File: config.mk
export PLATFORM = sky130hd
export DESIGN_NAME = fieldbus_node_status_fault_monitor
export DESIGN_NICKNAME = d
export VERILOG_FILES = /design/src/fieldbus_mon_pkg.sv /design/src/interval_timer.sv /design/src/blink_pattern.sv /design/src/fieldbus_node_status_fault_monitor.sv
export SDC_FILE = /design/constraint.sdc
export NUM_CORES = 1
export LEC_CHECK = 0
export BUFFER_PORTS_ARGS = -buffer_cell sky130_fd_sc_hd__buf_4
export CAP_MARGIN = 10
export CORE_MARGIN = 2
export CORE_UTILIZATION = 59
export CTS_CLUSTER_SIZE = 24
export DETAILED_ROUTE_END_ITERATION = 16
export PLACE_DENSITY = 0.86
export SYNTH_ARGS = -nofsm -noshare
export SYNTH_HDL_FRONTEND = slang
export SYNTH_SLANG_ARGS = --single-unit
File: constraint.sdc
create_clock -name i_clk -period 4 [get_ports i_clk]
set_input_delay 1.2 -clock i_clk [delete_from_list [all_inputs] [get_ports i_clk]]
set_output_delay 1.2 -clock i_clk [all_outputs]
set_load 0.02 [all_outputs]
File: src/fieldbus_mon_pkg.sv
`default_nettype none
package fieldbus_mon_pkg;

  ////////////////////////////////////////////////////////////////////////
  // timing
  localparam int unsigned CLK_HZ = 100_000_000;
  localparam int unsigned CYC_PER_MS = CLK_HZ / 1000;
  localparam int unsigned FB_TIMEOUT_MS = 630;
  localparam int unsigned FB_SHORT_MS = 25;
  localparam int unsigned RELAY_DELAY_MS = 1000;
  localparam int unsigned BLINK_STEP_MS = 100;
  localparam int unsigned BLINK_STEPS = 8;
  localparam int unsigned TIMER_W = 27;

  ////////////////////////////////////////////////////////////////////////
  // substitute process input words
  localparam logic [7:0] FAULT_CODE = 8'h5B;
  localparam int unsigned MALF_BIT = 5;
  localparam logic [15:0] MALF_MASK = 16'h0001 << MALF_BIT;
  localparam logic [15:0] FAULT_SW1 = {FAULT_CODE, 8'h00} | MALF_MASK;
  localparam logic [15:0] FAULT_CUR = 16'h0000;
  localparam logic [15:0] FAULT_SW2 = MALF_MASK;

  ////////////////////////////////////////////////////////////////////////
  // register map
  localparam logic [7:0] ADDR_CTRL = 8'h00;
  localparam logic [7:0] ADDR_STATUS = 8'h04;
  localparam logic [7:0] ADDR_EVENT = 8'h08;
  localparam logic [7:0] CTRL_RST = 8'h07;
  localparam int unsigned CTRL_PD_LO = 0;
  localparam int unsigned CTRL_TO_EN = 2;
  localparam int unsigned ST_SYS_FAULT = 0;
  localparam int unsigned ST_FB_EXPIRED = 1;
  localparam int unsigned ST_RELAY = 2;
  localparam int unsigned ST_DOUT_LO = 4;
  localparam int unsigned EV_TIMEOUT = 0;
  localparam int unsigned EV_SYS_FAULT = 1;
  localparam logic [1:0] RESP_OKAY = 2'b00;
  localparam logic [1:0] RESP_SLVERR = 2'b10;

  ////////////////////////////////////////////////////////////////////////
  // types
  typedef enum logic [4:0] {
    PAT_OFF = 5'b00001,
    PAT_ON = 5'b00010,
    PAT_FLASH = 5'b00100,
    PAT_SINGLE = 5'b01000,
    PAT_DOUBLE = 5'b10000
  } pattern_e;

  typedef struct packed {
    logic [15:0] sw1;
    logic [15:0] cur;
    logic [15:0] sw2;
  } drive_words_s;

endpackage
`default_nettype wire

File: src/interval_timer.sv
`default_nettype none
module interval_timer #(
  parameter int unsigned W = fieldbus_mon_pkg::TIMER_W
) (
  // clock and reset
  input wire logic i_clk,
  input wire logic i_reset,
  input wire logic i_ce,
  // control
  input wire logic i_clear,
  input wire logic i_run,
  input wire logic [W-1:0] i_limit,
  // status
  output logic o_expired
);
  import fieldbus_mon_pkg::*;

  logic [W-1:0] cnt_r;
  logic exp_r;
  wire logic last_w = (cnt_r >= i_limit - W'(1));

  always_ff @(posedge i_clk) begin
    if (i_reset || (i_ce && i_clear)) begin
      cnt_r <= '0;
      exp_r <= 1'b0;
    end else if (i_ce && i_run && !exp_r) begin
      cnt_r <= cnt_r + W'(1);
      exp_r <= last_w;
    end
  end

  assign o_expired = exp_r;

  chk_clear_drops_expiry: assert property (@(posedge i_clk)
    disable iff (i_reset) (i_ce && i_clear) |=> !o_expired)
    else $error("timer still expired after clear");
  chk_expiry_after_limit: assert property (@(posedge i_clk)
    disable iff (i_reset) $rose(o_expired) |-> $past(last_w))
    else $error("timer expired before its limit");

endmodule // interval_timer
`default_nettype wire

File: src/blink_pattern.sv
`default_nettype none
module blink_pattern #(
  parameter int unsigned STEP_CYC =
    fieldbus_mon_pkg::BLINK_STEP_MS * fieldbus_mon_pkg::CYC_PER_MS
) (
  // clock and reset
  input wire logic i_clk,
  input wire logic i_reset,
  input wire logic i_ce,
  // pattern select
  input wire fieldbus_mon_pkg::pattern_e i_mode,
  // indicator
  output logic o_led
);
  import fieldbus_mon_pkg::*;

  logic [31:0] tick_r;
  logic [2:0] phase_r;
  logic led_r;
  logic led_nxt;
  wire logic step_w = (tick_r >= STEP_CYC - 1);

  always_comb begin
    case (i_mode)
      PAT_ON: led_nxt = 1'b1;
      PAT_FLASH: led_nxt = phase_r[0];
      PAT_SINGLE: led_nxt = (phase_r == 3'd0);
      PAT_DOUBLE: led_nxt = (phase_r == 3'd0) || (phase_r == 3'd2);
      default: led_nxt = 1'b0;
    endcase
  end

  always_ff @(posedge i_clk) begin
    if (i_reset) begin
      tick_r <= '0;
      phase_r <= '0;
      led_r <= 1'b0;
    end else if (i_ce) begin
      tick_r <= step_w ? '0 : tick_r + 32'd1;
      if (step_w) begin
        phase_r <= (phase_r == 3'(BLINK_STEPS - 1)) ? '0 : phase_r + 3'd1;
      end
      led_r <= led_nxt;
    end
  end

  assign o_led = led_r;

  chk_steady_mode: assert property (@(posedge i_clk)
    disable iff (i_reset)
    (!i_reset && i_ce && (i_mode == PAT_ON || i_mode == PAT_OFF))
    |=> (o_led == $past(i_mode == PAT_ON)))
    else $error("steady pattern not shown");

endmodule // blink_pattern
`default_nettype wire

File: src/fieldbus_node_status_fault_monitor.sv
// Notes on behaviour
// - incoming-link LED on while incoming ring link intact, else off.
// - bus LED steady on in transfer, off when stopped, flashing otherwise.
// - outgoing-off LED lit only when outgoing segment cut by error.
// - parameter LED lit while parameter channel traffic runs.
// - fault LED off normally, single flash on drive-reported error.
// - fault LED double flash when drive output data not enabled.
// - fault LED steady on when drive link broken or maintenance off.
// - fault LED kept dark when no drive process words configured.
// - drive link fault reports code 91 in the status words.
// - drive link fault ignores control reset, clears when link returns.
// - fault substitutes 5B20, 0000, 0020 for the three input words.
// - both fault status words set bit 5; word one high byte code.
// - digital input byte keeps live inputs during drive link fault.
// - master stopping transmission starts 630 ms fieldbus timeout.
// - physical bus interruption uses about 25 ms timeout instead.
// - digital outputs reset at once when the timeout expires.
// - ready relay drops about one second after a timeout.
// - an extra io byte maps four inputs and two outputs; here o_io_byte carries only the four inputs, upper bits zero.
//
// Local design decisions: the address map and the AXI4-Lite interface to the registers.
`default_nettype none
module fieldbus_node_status_fault_monitor #(
  parameter int unsigned FB_TIMEOUT_CYC =
    fieldbus_mon_pkg::FB_TIMEOUT_MS * fieldbus_mon_pkg::CYC_PER_MS,
  parameter int unsigned FB_SHORT_CYC =
    fieldbus_mon_pkg::FB_SHORT_MS * fieldbus_mon_pkg::CYC_PER_MS,
  parameter int unsigned RELAY_CYC =
    fieldbus_mon_pkg::RELAY_DELAY_MS * fieldbus_mon_pkg::CYC_PER_MS,
  parameter int unsigned BLINK_CYC =
    fieldbus_mon_pkg::BLINK_STEP_MS * fieldbus_mon_pkg::CYC_PER_MS
) (
  // clock and reset
  input wire logic i_clk,
  input wire logic i_reset,
  input wire logic i_ce,
  // fieldbus status
  input wire logic i_incoming_link_ok,
  input wire logic i_bus_running,
  input wire logic i_bus_active,
  input wire logic i_cycle_done,
  input wire logic i_master_stopped,
  input wire logic i_phys_loss,
  input wire logic i_outgoing_off_err,
  input wire logic i_param_busy,
  // drive link status
  input wire logic i_drive_link_ok,
  input wire logic i_maint_off,
  input wire logic i_drive_err,
  input wire logic i_po_disabled,
  input wire fieldbus_mon_pkg::drive_words_s i_drive_words,
  // local io
  input wire logic [3:0] i_din,
  input wire logic [1:0] i_master_do,
  // axi4-lite slave
  input wire logic [7:0] i_s_axi_awaddr,
  input wire logic i_s_axi_awvalid,
  output logic o_s_axi_awready,
  input wire logic [31:0] i_s_axi_wdata,
  input wire logic [3:0] i_s_axi_wstrb,
  input wire logic i_s_axi_wvalid,
  output logic o_s_axi_wready,
  output logic [1:0] o_s_axi_bresp,
  output logic o_s_axi_bvalid,
  input wire logic i_s_axi_bready,
  input wire logic [7:0] i_s_axi_araddr,
  input wire logic i_s_axi_arvalid,
  output logic o_s_axi_arready,
  output logic [31:0] o_s_axi_rdata,
  output logic [1:0] o_s_axi_rresp,
  output logic o_s_axi_rvalid,
  input wire logic i_s_axi_rready,
  // indicators
  output logic o_incoming_link_ok_led,
  output logic o_bus_active_led,
  output logic o_outgoing_off_led,
  output logic o_parameter_exchange_led,
  output logic o_fault_indicator_led,
  // process input data and outputs
  output fieldbus_mon_pkg::drive_words_s o_process_in,
  output logic [7:0] o_io_byte,
  output logic [1:0] o_dout,
  output logic o_ready_relay
);
  import fieldbus_mon_pkg::*;

  ////////////////////////////////////////////////////////////////////////
  // register state
  logic [7:0] ctrl_r;
  logic [1:0] event_r;
  logic [1:0] event_nxt;
  logic aw_held_r;
  logic w_held_r;
  logic [7:0] awaddr_r;
  logic [31:0] wdata_r;
  logic [3:0] wstrb_r;
  logic awready_r;
  logic wready_r;
  logic bvalid_r;
  logic [1:0] bresp_r;
  logic arready_r;
  logic rvalid_r;
  logic [31:0] rdata_r;
  logic [1:0] rresp_r;

  ////////////////////////////////////////////////////////////////////////
  // supervision state
  logic rc_led_r;
  logic rd_led_r;
  logic tr_led_r;
  drive_words_s pin_r;
  logic [7:0] io_r;
  logic [1:0] dout_r;
  logic relay_r;
  logic fb_expired;
  logic relay_expired;
  logic fb_expired_d_r;
  logic sys_fault_d_r;

  ////////////////////////////////////////////////////////////////////////
  // decoding
  wire logic [1:0] pd_count = ctrl_r[CTRL_PD_LO +: 2];
  wire logic timeout_en = ctrl_r[CTRL_TO_EN];
  wire logic pd_zero = (pd_count == 2'd0);
  wire logic sys_fault = !pd_zero && (!i_drive_link_ok || i_maint_off);
  wire logic fb_run = i_master_stopped || i_phys_loss;
  wire logic fb_clear = i_cycle_done || !timeout_en;
  wire logic [TIMER_W-1:0] fb_limit = i_phys_loss ?
    TIMER_W'(FB_SHORT_CYC) : TIMER_W'(FB_TIMEOUT_CYC);
  wire logic timeout_rise = fb_expired && !fb_expired_d_r;
  wire logic fault_rise = sys_fault && !sys_fault_d_r;

  wire pattern_e ba_mode = i_bus_running ? PAT_ON :
    (i_bus_active ? PAT_FLASH : PAT_OFF);
  wire pattern_e fault_mode = pd_zero ? PAT_OFF :
    (sys_fault ? PAT_ON :
    (i_po_disabled ? PAT_DOUBLE :
    (i_drive_err ? PAT_SINGLE : PAT_OFF)));

  // fault words replace drive status; a zero ctrl pd count clears this
  wire drive_words_s fault_words = '{
    sw1: FAULT_SW1, cur: FAULT_CUR, sw2: FAULT_SW2};
  wire drive_words_s pin_nxt = sys_fault ? fault_words :
    i_drive_words;
  wire logic [7:0] io_nxt = {4'h0, i_din};
  wire logic [1:0] dout_nxt = fb_expired ? 2'b00 : i_master_do;

  ////////////////////////////////////////////////////////////////////////
  // bus decode
  wire logic aw_take = i_s_axi_awvalid && awready_r;
  wire logic w_take = i_s_axi_wvalid && wready_r;
  wire logic do_write = aw_held_r && w_held_r && !bvalid_r;
  wire logic ar_take = i_s_axi_arvalid && arready_r;
  wire logic wr_ctrl = do_write && (awaddr_r == ADDR_CTRL) && wstrb_r[0];
  wire logic wr_event = do_write && (awaddr_r == ADDR_EVENT) && wstrb_r[0];
  wire logic wr_known = (awaddr_r == ADDR_CTRL) ||
    (awaddr_r == ADDR_STATUS) || (awaddr_r == ADDR_EVENT);
  wire logic [1:0] ev_clear = wr_event ? wdata_r[1:0] : 2'b00;
  wire logic [1:0] ev_set = {fault_rise, timeout_rise};
  wire logic [31:0] status_word = {24'h00_0000, 2'b00, dout_r, 1'b0,
    relay_r, fb_expired, sys_fault};
  logic [31:0] rd_data;
  logic rd_ok;

  always_comb begin
    event_nxt = (event_r & ~ev_clear) | ev_set;
    rd_data = 32'h0000_0000;
    rd_ok = 1'b1;
    if (i_s_axi_araddr == ADDR_CTRL) begin
      rd_data = {24'h00_0000, ctrl_r};
    end else if (i_s_axi_araddr == ADDR_STATUS) begin
      rd_data = status_word;
    end else if (i_s_axi_araddr == ADDR_EVENT) begin
      rd_data = {30'h0000_0000, event_r};
    end else begin
      rd_ok = 1'b0;
    end
  end

  ////////////////////////////////////////////////////////////////////////
  // axi write channel
  always_ff @(posedge i_clk) begin
    if (i_reset) begin
      aw_held_r <= 1'b0;
      w_held_r <= 1'b0;
      awaddr_r <= '0;
      wdata_r <= '0;
      wstrb_r <= '0;
      awready_r <= 1'b1;
      wready_r <= 1'b1;
      bvalid_r <= 1'b0;
      bresp_r <= RESP_OKAY;
    end else if (i_ce) begin
      if (aw_take) begin
        awaddr_r <= {i_s_axi_awaddr[7:2], 2'b00};
      end
      if (w_take) begin
        wdata_r <= i_s_axi_wdata;
        wstrb_r <= i_s_axi_wstrb;
      end
      aw_held_r <= aw_take || (aw_held_r && !do_write);
      w_held_r <= w_take || (w_held_r && !do_write);
      awready_r <= !(aw_take || (aw_held_r && !do_write));
      wready_r <= !(w_take || (w_held_r && !do_write));
      if (do_write) begin
        bvalid_r <= 1'b1;
        bresp_r <= wr_known ? RESP_OKAY : RESP_SLVERR;
      end else if (i_s_axi_bready) begin
        bvalid_r <= 1'b0;
      end
    end
  end

  ////////////////////////////////////////////////////////////////////////
  // axi read channel
  always_ff @(posedge i_clk) begin
    if (i_reset) begin
      arready_r <= 1'b1;
      rvalid_r <= 1'b0;
      rdata_r <= '0;
      rresp_r <= RESP_OKAY;
    end else if (i_ce) begin
      if (ar_take) begin
        arready_r <= 1'b0;
        rvalid_r <= 1'b1;
        rdata_r <= rd_data;
        rresp_r <= rd_ok ? RESP_OKAY : RESP_SLVERR;
      end else if (rvalid_r && i_s_axi_rready) begin
        arready_r <= 1'b1;
        rvalid_r <= 1'b0;
      end
    end
  end

  ////////////////////////////////////////////////////////////////////////
  // registers
  always_ff @(posedge i_clk) begin
    if (i_reset) begin
      ctrl_r <= CTRL_RST;
      event_r <= '0;
    end else if (i_ce) begin
      if (wr_ctrl) begin
        ctrl_r <= wdata_r[7:0];
      end
      event_r <= event_nxt;
    end
  end

  ////////////////////////////////////////////////////////////////////////
  // timeouts
  interval_timer #(.W(TIMER_W)) u_fb_timer (
    .i_clk(i_clk),
    .i_reset(i_reset),
    .i_ce(i_ce),
    .i_clear(fb_clear),
    .i_run(fb_run),
    .i_limit(fb_limit),
    .o_expired(fb_expired)
  );

  interval_timer #(.W(TIMER_W)) u_relay_timer (
    .i_clk(i_clk),
    .i_reset(i_reset),
    .i_ce(i_ce),
    .i_clear(!fb_expired),
    .i_run(1'b1),
    .i_limit(TIMER_W'(RELAY_CYC)),
    .o_expired(relay_expired)
  );

  ////////////////////////////////////////////////////////////////////////
  // indicators
  blink_pattern #(.STEP_CYC(BLINK_CYC)) u_ba_blink (
    .i_clk(i_clk),
    .i_reset(i_reset),
    .i_ce(i_ce),
    .i_mode(ba_mode),
    .o_led(o_bus_active_led)
  );

  blink_pattern #(.STEP_CYC(BLINK_CYC)) u_fault_blink (
    .i_clk(i_clk),
    .i_reset(i_reset),
    .i_ce(i_ce),
    .i_mode(fault_mode),
    .o_led(o_fault_indicator_led)
  );

  ////////////////////////////////////////////////////////////////////////
  // outputs
  always_ff @(posedge i_clk) begin
    if (i_reset) begin
      rc_led_r <= 1'b0;
      rd_led_r <= 1'b0;
      tr_led_r <= 1'b0;
      pin_r <= '0;
      io_r <= '0;
      dout_r <= '0;
      relay_r <= 1'b0;
      fb_expired_d_r <= 1'b0;
      sys_fault_d_r <= 1'b0;
    end else if (i_ce) begin
      rc_led_r <= i_incoming_link_ok;
      rd_led_r <= i_outgoing_off_err;
      tr_led_r <= i_param_busy;
      pin_r <= pin_nxt;
      io_r <= io_nxt;
      dout_r <= dout_nxt;
      relay_r <= !relay_expired;
      fb_expired_d_r <= fb_expired;
      sys_fault_d_r <= sys_fault;
    end
  end

  assign o_s_axi_awready = awready_r;
  assign o_s_axi_wready = wready_r;
  assign o_s_axi_bvalid = bvalid_r;
  assign o_s_axi_bresp = bresp_r;
  assign o_s_axi_arready = arready_r;
  assign o_s_axi_rvalid = rvalid_r;
  assign o_s_axi_rdata = rdata_r;
  assign o_s_axi_rresp = rresp_r;
  assign o_incoming_link_ok_led = rc_led_r;
  assign o_outgoing_off_led = rd_led_r;
  assign o_parameter_exchange_led = tr_led_r;
  assign o_process_in = pin_r;
  assign o_io_byte = io_r;
  assign o_dout = dout_r;
  assign o_ready_relay = relay_r;

  ////////////////////////////////////////////////////////////////////////
  // checks
  chk_link_led_follow: assert property (@(posedge i_clk)
    disable iff (i_reset)
    (!i_reset && i_ce) |=>
    o_incoming_link_ok_led == $past(i_incoming_link_ok))
    else $error("incoming link led wrong");
  chk_bus_led_run: assert property (@(posedge i_clk)
    disable iff (i_reset)
    (!i_reset && i_ce && i_bus_running) |=> o_bus_active_led)
    else $error("bus led dark during transfer");
  chk_outgoing_led: assert property (@(posedge i_clk)
    disable iff (i_reset)
    (!i_reset && i_ce) |=> o_outgoing_off_led == $past(i_outgoing_off_err))
    else $error("outgoing off led wrong");
  chk_param_led: assert property (@(posedge i_clk)
    disable iff (i_reset)
    (!i_reset && i_ce) |=> o_parameter_exchange_led == $past(i_param_busy))
    else $error("parameter led wrong");
  chk_fault_led_on: assert property (@(posedge i_clk)
    disable iff (i_reset)
    (i_ce && sys_fault) |=> o_fault_indicator_led)
    else $error("fault led dark on link fault");
  chk_fault_led_nopd: assert property (@(posedge i_clk)
    disable iff (i_reset)
    (i_ce && pd_zero) |=> !o_fault_indicator_led)
    else $error("fault led lit without process words");
  chk_fault_words_sub: assert property (@(posedge i_clk)
    disable iff (i_reset)
    (i_ce && sys_fault) |=> (o_process_in.sw1 == 16'h5B20 &&
    o_process_in.cur == 16'h0000 && o_process_in.sw2 == 16'h0020))
    else $error("fault words not substituted");
  chk_live_words: assert property (@(posedge i_clk)
    disable iff (i_reset)
    (!i_reset && i_ce && !sys_fault) |=> o_process_in == $past(i_drive_words))
    else $error("drive words not passed through");
  chk_din_live: assert property (@(posedge i_clk)
    disable iff (i_reset)
    (!i_reset && i_ce) |=> o_io_byte[3:0] == $past(i_din))
    else $error("digital inputs not refreshed");
  chk_dout_cleared: assert property (@(posedge i_clk)
    disable iff (i_reset) (i_ce && fb_expired) |=> o_dout == 2'b00)
    else $error("outputs kept after timeout");
  chk_dout_follow: assert property (@(posedge i_clk)
    disable iff (i_reset)
    (!i_reset && i_ce && !fb_expired) |=> o_dout == $past(i_master_do))
    else $error("outputs not following master");
  chk_relay_holds: assert property (@(posedge i_clk)
    disable iff (i_reset)
    (i_ce && !fb_expired)[*2] |=> o_ready_relay)
    else $error("relay dropped without timeout");

endmodule // fieldbus_node_status_fault_monitor
`default_nettype wire

# After elaboration in Yosys (flattened, before gate mapping)
# Index checks and enable logic that the tools add are counted.
# totals
reg_bits,256
in_bits,126
output_inout_bits,105
wordCells,154
# classes
add_sub_neg,7
order_cmp,4
eq_ne,16
muxes,30
bitwise_logic,3
reduce_logical,58
# op_table
op,count
adder 32 x 1 -> 32 bit (second input constant),2
>= comparator 32 x 24 -> 1 bit (second input constant),2
two-way mux 32 bit,2
adder 27 x 1 -> 27 bit (second input constant),2
two-way mux 48 bit,1
>= comparator 27 bit,1
>= comparator 27 bit (second input constant),1
subtractor 26 x 1 -> 27 bit (second input constant),1
two-way mux 26 bit,1
logical AND 1 bit,20
AND reduction 2 bit,9
zero test 8 bit,2
two-way mux 5 bit,3
two-way mux 3 bit,4
zero test 1 bit,11
logical OR 1 bit,11
two-way mux 2 bit,5
== test 3 x 2 -> 1 bit (second input constant),3
== test 3 bit (second input constant),3
two-way mux 1 bit,9
== test 8 x 3 -> 1 bit (second input constant),1
== test 8 x 4 -> 1 bit (second input constant),1
two-way mux 8 bit,1
one-hot mux 1 bit (4 select lines),2
other kinds (17),20

# Depth between registers and ports, before layout
# logic_depth
depth_word,8
ltp_mapped,7
ltp_nobuf,7

# Cells and area by module
# A second synthesis with hierarchy kept.
# hier_totals
cells_unflattened,1398
area_unflattened_um2,12818.5
# modules_own_cells
mod,n_inst,cells_per_inst,area_each_um2,seq_area_each_um2
blink_pattern,2,201,2054.5,720.7
fieldbus_node_status_fault_monitor,1,438,4086.4,2042.0
interval_timer at u_relay_timer,1,285,2326.0,560.5
interval_timer at u_fb_timer,1,273,2297.2,560.5

# Least setup slack after synthesis
# OpenSTA, ideal clock, no wires.
# synth_path
path_kind,input to register
from,input i_s_axi_araddr[5]
to,"register rdata_r[3], in the netlist o_s_axi_rdata[3]"
arrival_ns,2.540
path_slack_ns,1.390
stages,5
cell_sequence,or4_1 -> nor4_1 -> nor2b_1 -> nand3_1 -> a21oi_1
# synth_via
elab_chain_cells,2
# synth_rtl
item,line,source
"start, declared",fieldbus_node_status_fault_monitor.sv:66,"input wire logic [7:0] i_s_axi_araddr,"
zero test 8 bit,fieldbus_node_status_fault_monitor.sv:169,if (i_s_axi_araddr == ADDR_CTRL) begin
two-way mux 8 bit,fieldbus_node_status_fault_monitor.sv:169,
"end signal, assigned",fieldbus_node_status_fault_monitor.sv:226,rdata_r <= rd_data;
"end, declared",fieldbus_node_status_fault_monitor.sv:103,logic [31:0] rdata_r;
# Every way passes these cells.
# A chain may end at the register's enable or synchronous reset.

# Final worst setup path
# layout_path
from,input i_ce
to,register u_fb_timer.cnt_r[24]
# layout_via
elab_chain_cells,2
# layout_rtl
item,line,source
"start, declared",fieldbus_node_status_fault_monitor.sv:36,"input wire logic i_ce,"
"logical AND 1 bit, on equally long branches","interval_timer.sv:26, interval_timer.sv:23",
logical AND 1 bit or logical OR 1 bit (tied branches),"interval_timer.sv:26, interval_timer.sv:23",
"end signal, assigned",interval_timer.sv:27,cnt_r <= cnt_r + W'(1);
"end, declared",interval_timer.sv:18,logic [W-1:0] cnt_r;
# Several ways; a longest one is shown, not always the timed one.

==> impl_metrics.xml <==
<?xml version="1.0" encoding="UTF-8"?>
<metrics>
  <group name="outcome">
    <metric name="outcome" unit="">finished, final reports clean</metric>
  </group>
  <group name="place">
    <metric name="detailed_placer_s_ending_hpwl" unit="um">16500</metric>
    <metric name="dp.cells" unit="">1544</metric>
    <metric name="placed_area" unit="um2">11800</metric>
    <metric name="place.gp.congestion" unit="">0.814</metric>
    <metric name="place.port_buffers" unit="">171</metric>
    <metric name="detailedPlace.worstSlack" unit="ns">0.704</metric>
  </group>
  <group name="critical_path">
    <metric name="critical_path.cell_chain" unit="">buf_4 &gt; nand2b_1 &gt; nor4_2 &gt; nand4_1 &gt; or4_1 &gt; nand2_1</metric>
    <metric name="rr_worst_depth" unit="">5</metric>
    <metric name="r2r_setup_slack" unit="ns">1.80</metric>
    <metric name="critical_path_peak_fanout" unit="">41</metric>
    <metric name="critical_path.reg2reg.startpoint" unit="">u_fb_timer.cnt_r[4]</metric>
    <metric name="cpPeakStageDelay" unit="ns">0.54</metric>
    <metric name="worstSetupEndpointType" unit="">flop</metric>
    <metric name="crit_type" unit="">in2reg</metric>
    <metric name="cp_data_required_time" unit="ns">4.46</metric>
    <metric name="critPathLaunchType" unit="">input port</metric>
    <metric name="cp_data_arrival_time" unit="ns">3.26</metric>
    <metric name="timing.critical_path.slowest_stage_cell" unit="">nor4_2</metric>
    <metric name="regToRegEndpoint" unit="">u_fb_timer.cnt_r[25]</metric>
  </group>
  <group name="final_layout">
    <metric name="finalInstanceArea" unit="um2">12700</metric>
    <metric name="diodes" unit="">0</metric>
    <metric name="area.growth.synth_to_final" unit="%">20.4</metric>
    <metric name="fin_nets" unit="">1493</metric>
    <metric name="final_cell_count_without_fillers" unit="">1586</metric>
    <metric name="proportion_of_layout_cells_with_a_drive_suffix_above_1" unit="%">19.6</metric>
  </group>
  <group name="clocking">
    <metric name="numCtsBuffers" unit="">24</metric>
    <metric name="h-tree-depth" unit="">1</metric>
    <metric name="cts.repair_timing.setup_buffer_count" unit="">0</metric>
    <metric name="cts_tree" unit="">built</metric>
    <metric name="clk_pin_slew" unit="ns">0.06</metric>
    <metric name="cts.path.max_buffers" unit="">3</metric>
    <metric name="clock_sinks" unit="">230</metric>
    <metric name="hold_buffers" unit="">0</metric>
    <metric name="post_cts_resize_count" unit="">0</metric>
    <metric name="clk_root_buffer_cell" unit="">clkbuf_16</metric>
    <metric name="insertion_delay" unit="ns">0.52</metric>
  </group>
  <group name="worst_hold_path">
    <metric name="hold-path-endpoint" unit="">wdata_r[7]</metric>
    <metric name="hold_depth" unit="">2</metric>
    <metric name="timing.hold.worst.class" unit="">reg2reg</metric>
    <metric name="timing.hold.worst.start" unit="">wdata_r[7]</metric>
  </group>
  <group name="yosys">
    <metric name="syn_avg_cell_area" unit="um2">8.83</metric>
    <metric name="synth_sequential_area_ratio" unit="%">43.8</metric>
    <metric name="synthesis.instances" unit="">1192</metric>
    <metric name="synth_flop_cell" unit="">dfxtp_1</metric>
    <metric name="synth.ff_latch_count" unit="">230</metric>
    <metric name="ys.warnings.count" unit="">0</metric>
    <metric name="synth_largest_type_area_fraction" unit="%">43.8</metric>
    <metric name="synth.top_cells.by_area" unit="">dfxtp_1 (44%), nor2_1 (6.7%), mux2i_1 (6.0%)</metric>
    <metric name="ys_async_sr_fraction" unit="%">0</metric>
    <metric name="synth_largest_area_cell" unit="">dfxtp_1</metric>
    <metric name="synth-edff-count" unit="">0</metric>
    <metric name="syn_area" unit="um2">10500</metric>
    <metric name="post_synth_num_cell_types" unit="">63</metric>
  </group>
  <group name="pwr">
    <metric name="power.ir.vdd_worst" unit="mV">0.318</metric>
    <metric name="switching_share_of_power" unit="%">22.8</metric>
    <metric name="internal_power_component" unit="mW">3.97</metric>
    <metric name="power_frac_clock" unit="%">45.8</metric>
    <metric name="power_density" unit="nW/um2">405</metric>
    <metric name="power.share.sequential" unit="%">46.3</metric>
    <metric name="power.switching" unit="mW">1.17</metric>
    <metric name="p_comb_share" unit="%">7.9</metric>
    <metric name="power_after_layout" unit="mW">5.14</metric>
    <metric name="p_leak" unit="nW">5.12</metric>
  </group>
  <group name="sta">
    <metric name="tightestPinTransition" unit="ns">0.804</metric>
    <metric name="fin_ws" unit="ns">1.20</metric>
    <metric name="number_of_endpoints_failing_setup_at_the_final_stage" unit="">0</metric>
    <metric name="fin_setup_tns" unit="ns">0</metric>
    <metric name="hold_viol_final" unit="">0</metric>
    <metric name="setup_repair_after_global_routing_missed_its_margin" unit="">false</metric>
    <metric name="final.min_clock_period" unit="ns">2.80</metric>
    <metric name="worst_slew_margin_rel" unit="%">46.4</metric>
    <metric name="timing_max_transition_violations_final" unit="">0</metric>
    <metric name="timing.fmax" unit="MHz">357</metric>
    <metric name="timing.clock.skew" unit="ns">0.00968</metric>
    <metric name="fin_crit_share" unit="%">69.9</metric>
  </group>
  <group name="global_routing">
    <metric name="grt_antenna_before_repair" unit="">0</metric>
    <metric name="grt_first_pass_wirelength" unit="um">39100</metric>
    <metric name="grt_remaining_overflow" unit="">0</metric>
    <metric name="grt_max_degree" unit="">54</metric>
    <metric name="first_global_vias" unit="">8559</metric>
    <metric name="grt_util_all_layers" unit="%">25.1</metric>
  </group>
  <group name="floorplanning">
    <metric name="core_area" unit="um2">17400</metric>
    <metric name="die_height" unit="um">138</metric>
    <metric name="io-pin-count" unit="">231</metric>
    <metric name="design.die.area" unit="um2">18900</metric>
    <metric name="row_count" unit="">48</metric>
    <metric name="die_width" unit="um">138</metric>
    <metric name="floorplan.initialDensity" unit="%">60.6</metric>
  </group>
  <group name="routing">
    <metric name="post-route-drc-count" unit="">0</metric>
    <metric name="routed_wl" unit="um">24100</metric>
    <metric name="postRouteAntennaNets" unit="">0</metric>
    <metric name="detail_route.vias_per_cell" unit="">5.60</metric>
    <metric name="drt-initial-drc-count" unit="">622</metric>
    <metric name="first_pass_iters" unit="">5</metric>
    <metric name="via_count" unit="">8889</metric>
    <metric name="wl_per_cell" unit="um">15.2</metric>
  </group>
  <group name="job">
    <metric name="max_cap_violations" unit="">0</metric>
  </group>
</metrics>
## power by group through the flow
| stage | registers (mW) | logic (mW) | clock network, mW |
|---|---|---|---|
| floorplan | 2.46 | 0.213 | 0 |
| global placement | 2.43 | 0.397 | 0 |
| detailed placement | 2.43 | 0.406 | 0 |
| CTS | 2.38 | 0.409 | 2.39 |
| global route | 2.38 | 0.442 | 2.47 |
| finish | 2.38 | 0.408 | 2.35 |
## how the worst max path moves through the flow
| stage | startpoint | end | slack (ns) | cells past startpoint |
|---|---|---|---|---|
| final | i_ce | u_fb_timer.cnt_r[24] | 1.20 | 6 |
| after global routing | i_ce | u_fb_timer.cnt_r[22] | 0.98 | 6 |
| after detailed placement | i_ce | u_fb_timer.cnt_r[26] | 0.70 | 6 |
| after floorplan | i_s_axi_araddr[5] | o_s_axi_rdata[3] | 1.39 | 5 |
| after global placement | i_ce | u_fb_timer.cnt_r[22] | 0.74 | 6 |
| after CTS | i_ce | u_fb_timer.cnt_r[26] | 1.24 | 6 |
## layout by cell type (no fill, tap or decap), types with 4 or more instances in the layout
cell / netlist / routed
xor2_1: 47 / 47
nor2_1: 188 / 188
ha_1: 22 / 22
a21oi_1: 49 / 48
nand2_1: 98 / 98
clkinv_2: 0 / 7
clkbuf_16: 0 / 25
o211ai_1: 9 / 9
or3_1: 4 / 4
xnor2_1: 56 / 56
a31oi_1: 4 / 4
nor2b_1: 9 / 9
conb_1: 1 / 30
and3_1: 14 / 14
mux2i_1: 63 / 63
nor4_1: 17 / 16
or4_1: 14 / 14
nand4_1: 32 / 32
nor3_1: 62 / 62
nor3_2: 13 / 13
and4_1: 10 / 10
bufinv_16: 0 / 4
nor4_2: 8 / 9
a211oi_1: 5 / 5
dfxtp_1: 230 / 230
buf_4: 31 / 185
nand2b_1: 10 / 10
inv_1: 23 / 23
nand3_1: 50 / 50
mux2_2: 4 / 4
o21ai_0: 16 / 16
a21o_1: 5 / 5
## flip-flops by register name (all words and copies together), names as in the netlist, 2 cells and up
register and count:
o_dout 2, u_relay_timer.cnt_r 27, u_fault_blink.phase_r 3, wdata_r 8, event_r 2, u_ba_blink.tick_r 32, o_process_in 48, u_fault_blink.tick_r 32
ctrl_r 8, o_io_byte 4, awaddr_r 6, u_fb_timer.cnt_r 27, u_ba_blink.phase_r 3, o_s_axi_rdata 8
## area by class of cell
class | count | area [um2]
Multi-Input combinational cell | 881 | 5470
Fill cell | 1273 | 4680
Sequential cell | 230 | 4600
Timing Repair Buffer | 185 | 1390
Clock buffer | 30 | 674
Tap cell | 225 | 282
Clock inverter | 12 | 164
Inverter | 23 | 86.3
## cell families after synthesis
| kind of cell | Yosys count | share of synthesized area [%] |
|---|---|---|
| other | 1 | 0.0356 |
| AOI/OAI and AO/OA | 109 | 6.37 |
| xor gates and xnor gates | 103 | 8.57 |
| adders and majority gates | 22 | 2.62 |
| DFF | 230 | 43.8 |
| and+or+nand+nor | 550 | 26.9 |
| muxes | 67 | 6.42 |
| buffers and inverters | 110 | 5.35 |
## metal layers
metal / wire, um / global-route usage, % / up-vias
met5: 0 / 0 / -
met4: 471 / 7.67 / 0
met3: 1680 / 5.78 / 41
met2: 12000 / 44.0 / 281
met1: 9990 / 30.7 / 4188
li1: - / - / 4379
## critical path, delay by kind of cell
family / cells / cell delay (ns)
buffers and inverters: 1 / 0.38
AND/OR/NAND/NOR: 5 / 1.67
## Yosys cell counts (2+ instances only)
cell type,instances
nor4_4,3
nand4_2,3
inv_1,23
buf_4,31
nor4_2,8
buf_6,2
nand4b_1,3
nor3_1,62
nand2_1,98
o31ai_1,2
a31oi_1,4
and3_1,14
mux2_2,4
a21o_1,5
a221o_1,2
and4_1,10
nand3_1,50
buf_2,15
nor2b_1,9
o21ai_0,16
a211oi_1,5
or2_2,2
xor2_1,47
a21oi_1,49
clkbuf_1,37
dfxtp_1,230
nor3_2,13
nand2b_1,10
xnor2_1,56
nor4_1,17
nand4_1,32
a22oi_1,2
mux2i_1,63
nor2_1,188
nor2_2,2
or4_1,14
buf_1,2
or3_1,4
o211ai_1,9
a211o_1,2
ha_1,22
## per-stage QoR
| stage | hold slack, ns | util (%) |
|---|---|---|
| global route | 0.484 | 73.0 |
| global placement | 0.440 | 68.2 |
| finish | 0.458 | 73.0 |
| detailed placement | 0.448 | 68.2 |
| floorplan | 0.426 | - |
| CTS | 0.456 | 73.0 |
Note: power is estimated with default switching activity, not from simulation.
